File: src/common/bscce_pkg.sv
// Package with encodings, field positions and reset values for the decoder.
package bscce_pkg;

  // ****************************************************************
  // Instruction encodings and field positions
  // ****************************************************************
  localparam logic [3:0]  BTSS_OPC      = 4'h7;
  localparam logic [3:0]  CALL_OPC      = 4'h9;
  localparam logic [11:0] CLEAR_WORKING_REG_OP_WORD     = 12'h040;
  localparam logic [11:0] NOP_WORD      = 12'h000;
  localparam int          OPC_HI        = 11;
  localparam int          OPC_LO        = 8;
  localparam int          BIT_HI        = 7;
  localparam int          BIT_LO        = 5;
  localparam int          FADDR_HI      = 4;
  localparam int          FADDR_LO      = 0;
  localparam int          LIT_HI        = 7;
  localparam int          LIT_LO        = 0;

  // ****************************************************************
  // Status bit positions and reset values
  // ****************************************************************
  localparam int          STAT_Z        = 2;
  localparam int          STAT_PA_HI    = 6;
  localparam int          STAT_PA_LO    = 5;
  localparam logic [10:0] PC_RESET      = 11'h7ff;
  localparam logic [7:0]  W_RESET       = 8'h00;
  localparam logic [7:0]  STATUS_RESET  = 8'h18;

  // Execution phase: normal or flushing a discarded prefetch.
  typedef enum logic [1:0] {
    PH_EXEC  = 2'b01,
    PH_FLUSH = 2'b10
  } bscce_phase_type;

endpackage

File: src/bscce_core.sv
// Decode and execute logic for bit test skip, call and working clear.
`timescale 1ns/1ps

module bscce_core #(
  parameter int PC_W = 11
) (
  // Clock and reset.
  input  wire logic            mclk,
  input  wire logic            srst,
  // Fetch side: the word being executed.
  input  wire logic [11:0]     instr_word,
  // Register file read port, combinational from file_addr.
  input  wire logic [7:0]      file_rdata,
  output logic      [4:0]      file_addr,
  // Program counter and flush marker back to fetch.
  output logic      [PC_W-1:0] pc_out,
  output logic                 flush_out,
  // Hardware stack push.
  output logic                 stack_push,
  output logic      [PC_W-1:0] stack_top_entry,
  // Working and status registers.
  output logic      [7:0]      w_out,
  output logic      [7:0]      status_out
);

  // ****************************************************************
  // Decode
  // ****************************************************************
  logic [PC_W-1:0]             pc_reg;
  logic [PC_W-1:0]             pc_next;
  logic [7:0]                  w_reg;
  logic [7:0]                  status_reg;
  bscce_pkg::bscce_phase_type  phase_reg;
  logic [11:0]                 op;
  logic                        is_btss;
  logic                        is_call;
  logic                        is_clear_working_reg_op;
  logic                        skip_hit;

  // Decodes only while executing; a flushed slot behaves as a no-op.
  always_comb begin
    op = (phase_reg == bscce_pkg::PH_FLUSH) ? bscce_pkg::NOP_WORD
                                             : instr_word;
    is_btss = op[bscce_pkg::OPC_HI:bscce_pkg::OPC_LO] == bscce_pkg::BTSS_OPC;
    is_call = op[bscce_pkg::OPC_HI:bscce_pkg::OPC_LO] == bscce_pkg::CALL_OPC;
    is_clear_working_reg_op = op == bscce_pkg::CLEAR_WORKING_REG_OP_WORD;
    skip_hit = is_btss
             && file_rdata[op[bscce_pkg::BIT_HI:bscce_pkg::BIT_LO]];
  end

  // Register file address comes straight from the current word.
  assign file_addr = instr_word[bscce_pkg::FADDR_HI:bscce_pkg::FADDR_LO];

  // Next program counter for each instruction.
  always_comb begin
    pc_next = pc_reg + {{(PC_W-1){1'b0}}, 1'b1};
    if (is_call) begin
      pc_next = {status_reg[bscce_pkg::STAT_PA_HI:bscce_pkg::STAT_PA_LO],
                 1'b0,
                 op[bscce_pkg::LIT_HI:bscce_pkg::LIT_LO]};
    end
  end

  // ****************************************************************
  // Sequencing
  // ****************************************************************

  // Program counter; a skip falls out of two sequential increments.
  always_ff @(posedge mclk) begin
    if (srst) begin
      pc_reg <= bscce_pkg::PC_RESET;
    end else begin
      pc_reg <= pc_next;
    end
  end

  // Phase: a taken skip or a call flushes the next fetched word.
  always_ff @(posedge mclk) begin
    if (srst) begin
      phase_reg <= bscce_pkg::PH_EXEC;
    end else begin
      case (phase_reg)
        bscce_pkg::PH_EXEC: begin
          if (skip_hit || is_call) begin
            phase_reg <= bscce_pkg::PH_FLUSH;
          end
        end
        bscce_pkg::PH_FLUSH: begin
          phase_reg <= bscce_pkg::PH_EXEC;
        end
        default: begin
          phase_reg <= bscce_pkg::PH_EXEC;
        end
      endcase
    end
  end

  // Stack push of the return address.
  always_ff @(posedge mclk) begin
    if (srst) begin
      stack_push      <= 1'b0;
      stack_top_entry <= '0;
    end else begin
      stack_push <= is_call;
      if (is_call) begin
        stack_top_entry <= pc_reg + {{(PC_W-1){1'b0}}, 1'b1};
      end
    end
  end

  // Working register and status; bit test leaves both untouched.
  always_ff @(posedge mclk) begin
    if (srst) begin
      w_reg      <= bscce_pkg::W_RESET;
      status_reg <= bscce_pkg::STATUS_RESET;
    end else if (is_clear_working_reg_op) begin
      w_reg <= 8'h00;
      status_reg[bscce_pkg::STAT_Z] <= 1'b1;
    end
  end

  // Registered copy of the flush marker output.
  always_ff @(posedge mclk) begin
    if (srst) begin
      flush_out <= 1'b0;
    end else begin
      flush_out <= skip_hit || is_call;
    end
  end

  assign pc_out     = pc_reg;
  assign w_out      = w_reg;
  assign status_out = status_reg;

endmodule

File: config.mk
export PLATFORM = sky130hd
export DESIGN_NAME = bscce_core
export DESIGN_NICKNAME = d
export VERILOG_FILES = /design/src/common/bscce_pkg.sv /design/src/bscce_core.sv
export SDC_FILE = /design/constraint.sdc
export NUM_CORES = 1
export LEC_CHECK = 0
export ABC_CLOCK_PERIOD_IN_PS = 3340
export BUFFER_PORTS_ARGS = -buffer_cell sky130_fd_sc_hd__buf_2
export CAP_MARGIN = 20
export CORE_MARGIN = 4
export CORE_UTILIZATION = 45
export CTS_CLUSTER_SIZE = 30
export DETAILED_ROUTE_END_ITERATION = 8
export PLACE_DENSITY = 0.74
export SLEW_MARGIN = 20
export SYNTH_ARGS = -nofsm -noshare
export SYNTH_HDL_FRONTEND = slang
export SYNTH_SLANG_ARGS = --single-unit
File: constraint.sdc
create_clock -name mclk -period 3.34 [get_ports mclk]
set_input_delay 0.835 -clock mclk [delete_from_list [all_inputs] [get_ports mclk]]
set_output_delay 0.835 -clock mclk [all_outputs]
set_load 0.03 [all_outputs]
Word level (Yosys, flattened, before mapping)
Index checks and enable logic that the tools add are counted.

Flip-flop bits (word level): 27. Input bits: 22. Word-level logic and storage cells: 21. Output and inout bits: 45.

Bitwise operators: 1. Order comparisons: 1. Reductions and logical operators: 3. Muxes and demuxes: 4. Add/subtract/negate cells: 1. Equal/unequal tests: 5.

Operators with widths (number): $eq A12 B7 Y1 const B (1); $mux W12 (1); $add A11 B1 Y11 const B (1); $mux W11 (1); $eq A4 B3 Y1 const B (1); $eq A4 B4 Y1 const B (1); $lt A3 B4 Y1 const B (1); $bmux W1 S3 (1); $eq A2 B1 Y1 const B (1); $eq A2 B2 Y1 const B (1); $reduce_or A2 Y1 (1); $logic_and A1 B1 Y1 (1); $logic_or A1 B1 Y1 (1); $mux W1 (1); $not A1 Y1 (1).

Longest topological paths before layout
Depth in word-level cells: 6. Gate-level depth with buffers: 7. Depth with buffers taken out: 6.

Least setup slack after synthesis
Ideal clock, no wire load.

Path kind: input to register. Start point: in instr_word[5]. End point: reg phase_reg[1]. Data arrival time: 1832 ps. Setup slack: 1388 ps. Cell stages on the path: 4. Required time: 3220 ps. Path buffers: 1. Library setup time: 120 ps. Cells stage by stage: buf_6 mux4_2 a31o_1 or2_1.

Word-level cells in the longest chain between the ends: 5.

Ends and longest elaborated chain: from (decl) (RTL line bscce_core.sv:11) `input wire logic [11:0] instr_word,`; $mux W12 (RTL line bscce_core.sv:42) `op = (phase_reg == bscce_pkg::PH_FLUSH) ? bscce_pkg::NOP_WORD`; $bmux W1 S3 (RTL line bscce_core.sv:48) `&& file_rdata[op[bscce_pkg::BIT_HI:bscce_pkg::BIT_LO]];`; $mux W1 (implied by the code) (RTL line bscce_core.sv:48); $logic_and A1 B1 Y1 (RTL line bscce_core.sv:48); $logic_or A1 B1 Y1 (RTL line bscce_core.sv:84) `if (skip_hit || is_call) begin`; to (signal assigned) (RTL line bscce_core.sv:85) `phase_reg <= bscce_pkg::PH_FLUSH;`; to (signal assigned) (RTL line bscce_core.sv:89) `phase_reg <= bscce_pkg::PH_EXEC;`; to (signal assigned) (RTL line bscce_core.sv:92) `phase_reg <= bscce_pkg::PH_EXEC;`; to (decl) (RTL line bscce_core.sv:33) `bscce_pkg::bscce_phase_type phase_reg;`.

Every way passes these cells. The select of a mux whose other input is x is not followed. A chain may end at the register's enable or synchronous reset.

Worst setup path after layout
Start point: in instr_word[3]. End point: out file_addr[3].

RTL lines: to (decl) (RTL line bscce_core.sv:14) `output logic [4:0] file_addr,`.

No word-level cell between the ends.

==> out/results.txt <==
max incr delay on CP - 190 ps
Starting Density - 0.465
R2R cell count - 5
DR WL/cell - 11.2 µm
synth warn - 0
top cell type's share of synthesized area - 0.384
CTS H-tree lvls - 1
clock slew at reported path FFs - 140 ps
root buf cell - clkbuf_4
synth cell count leaders - 28 x nor2_1, 27 x dfxtp_1, 22 x buf_4
FFs w/ async S/R, synth - 0
DRT iter0 DRCs - 28
PwrDens - 546 mW/mm²
Clock Sink Count - 27
ANT cells - 0
Util after Layout - 0.527
Register Area - 541 µm²
drt drc - 0
Layout Cells excl Fill - 253
Worst Hold Margin - 475 ps
CTS resizes - 0
first-pass GRT wire length - 4840 µm
max frequency - 0.509 GHz
DR vias/cell - 4.69
Crit Path Category - in -> out
period utilization - 0.588
core footprint - 0.00303 mm²
critical path required time - 2500 ps
Cells after Synth - 168
sequential area share after synthesis - 0.384
post-synth top area cell - dfxtp_1
worst-path cell chain - buf_2, buf_2
Setup Viol. Count Final - 0
area occupied by multi-input gates - 699 µm²
Post-CTS Setup Bufs - 0
top-count cell post-synth - nor2_1
placed inst area - 0.00157 mm²
Crit path max-delay family - buffers and inverters
Worst Path Arrival - 1130 ps
hold path cells - 2
reg2reg start - phase_reg[0]
CTS hold repair buffers - 0
crit start category - input port
placed cells - 249
r2r setup slk - 1680 ps
setup tns final - 0 ps
pre-CTS WS - 1090 ps
skew final - 3.03 ps
final slew viol count - 0
Antenna Violating Nets Remaining - 0
max-cap violations - 0
syn avg cell area - 8.38 µm²
layout cells sized above 1 - 0.292
Yosys reg bits - 27
min-delay worst type - reg -> reg
cell area after layout - 0.00160 mm²
fin crit period - 1960 ps
crit path max-delay cell type - buf_2
CTS Buf Count - 3
dpl hpwl - 2250 µm
Critical Path Sink Type - output port
antenna violations before repair - 0
synth top area cells - dfxtp_1 38%, buf_4 12%, nor2_1 7.5%, a211oi_1 3.7%, nand2_1 3.7%
Layout area overhead - 13.4%
Synth cell types - 37
Hold Fails Final Rpt - 0
number of synthesized flops with an enable pin - 0
I/O Buffers - 51
Max Root-Sink Buffers - 2
ys flop type - dfxtp_1
Worst Path Max Fanout - 3
Chip Height - 63.9 µm
Setup WS post-layout - 1380 ps
# IOs - 67
GR Util All Layers - 0.144
total congestion overflow - 0
leakage dissipation - 0.776 nW
largest net degree at the start of global routing - 28
total power - 0.872 mW
Nets - 233
Endpoint, Worst Hold - stack_top_entry[2]
Die X - 63.9 µm
gpl congestion - 0.880
Worst Path Buf+Inv - 2
worst vdd ir - 215 µV
synthesized cell area - 0.00141 mm²
WL final - 2830 µm
Rows - 20
cell repeated most along the worst path - buf_2
CTS tree - yes
DR vias - 1186
Layout fillers - 322
DR pass1 iterations - 3
Die ar. - 0.00409 mm²
worst-skew pair later-pin latency - 310 ps
status - finished, final reports clean
vias in the first global route - 1128
RSZ-0062 raised after global routing - false
worst r2r dst - pc_out[6]
Hold Crit Start - stack_top_entry[2]
## kinds of logic after synthesis
kind of cell               synth area share
AOI/OAI and AO/OA                     0.129
and+or+nand+nor                       0.240
muxes                                0.0231
other                               0.00534
xor gates and xnor gates             0.0560
DFF                                   0.384
adders and majority gates           0.00889
buffers and inverters                 0.154
## per-layer routing
metal,vias to the layer above,global-route usage,share of wire,wire length [µm]
li1,612,-,-,-
met1,533,0.175,0.45,1270
met2,37,0.246,0.48,1360
met3,4,0.0299,0.055,157
met4,0,0.0593,0.014,39
met5,-,0,0,0
## power breakdown
group | leakage, nW | total, mW | switching [mW] | internal [mW]
sequential | 0.221 | 0.400 | 0.0380 | 0.362
clock | 0.0177 | 0.137 | 0.0921 | 0.0448
combinational | 0.537 | 0.335 | 0.222 | 0.113
total | 0.776 | 0.872 | 0.352 | 0.519
## cell usage in the layout, fill, tap and decap left out, drive strengths merged, types with 2 or more instances in the layout
| cell | count |
|---|---|
| and3 | 2 |
| conb | 15 |
| inv | 3 |
| nor2 | 28 |
| nor4 | 3 |
| a21oi | 3 |
| buf | 52 |
| or2 | 4 |
| a41oi | 2 |
| dfxtp | 27 |
| nand2 | 14 |
| xor2 | 6 |
| nor3 | 4 |
| clkbuf | 3 |
| o21bai | 6 |
| nand3 | 7 |
| a211oi | 7 |
| nand2b | 3 |
| o21ai | 2 |
| xnor2 | 3 |
## worst max path at each step
stage	startpoint	endpoint	slack (ps)	cells after the start
floorplan	instr_word[5]	phase_reg[1]	1390	4
global placement	instr_word[9]	pc_out[6]	1100	6
detailed placement	instr_word[9]	pc_out[6]	1090	6
CTS	instr_word[3]	file_addr[3]	1370	2
global route	instr_word[4]	file_addr[4]	1340	2
finish	instr_word[3]	file_addr[3]	1380	2
## cell type report
cell class	count	share of cell area
flip-flops and latches	27	0.339
clock inverters	1	0.00313
repair buffers	52	0.165
inverters	3	0.00705
multi-input cells	123	0.438
well taps	44	0.0345
clock buffers	3	0.0141
No activity file was read; power rests on OpenSTA's default activity.
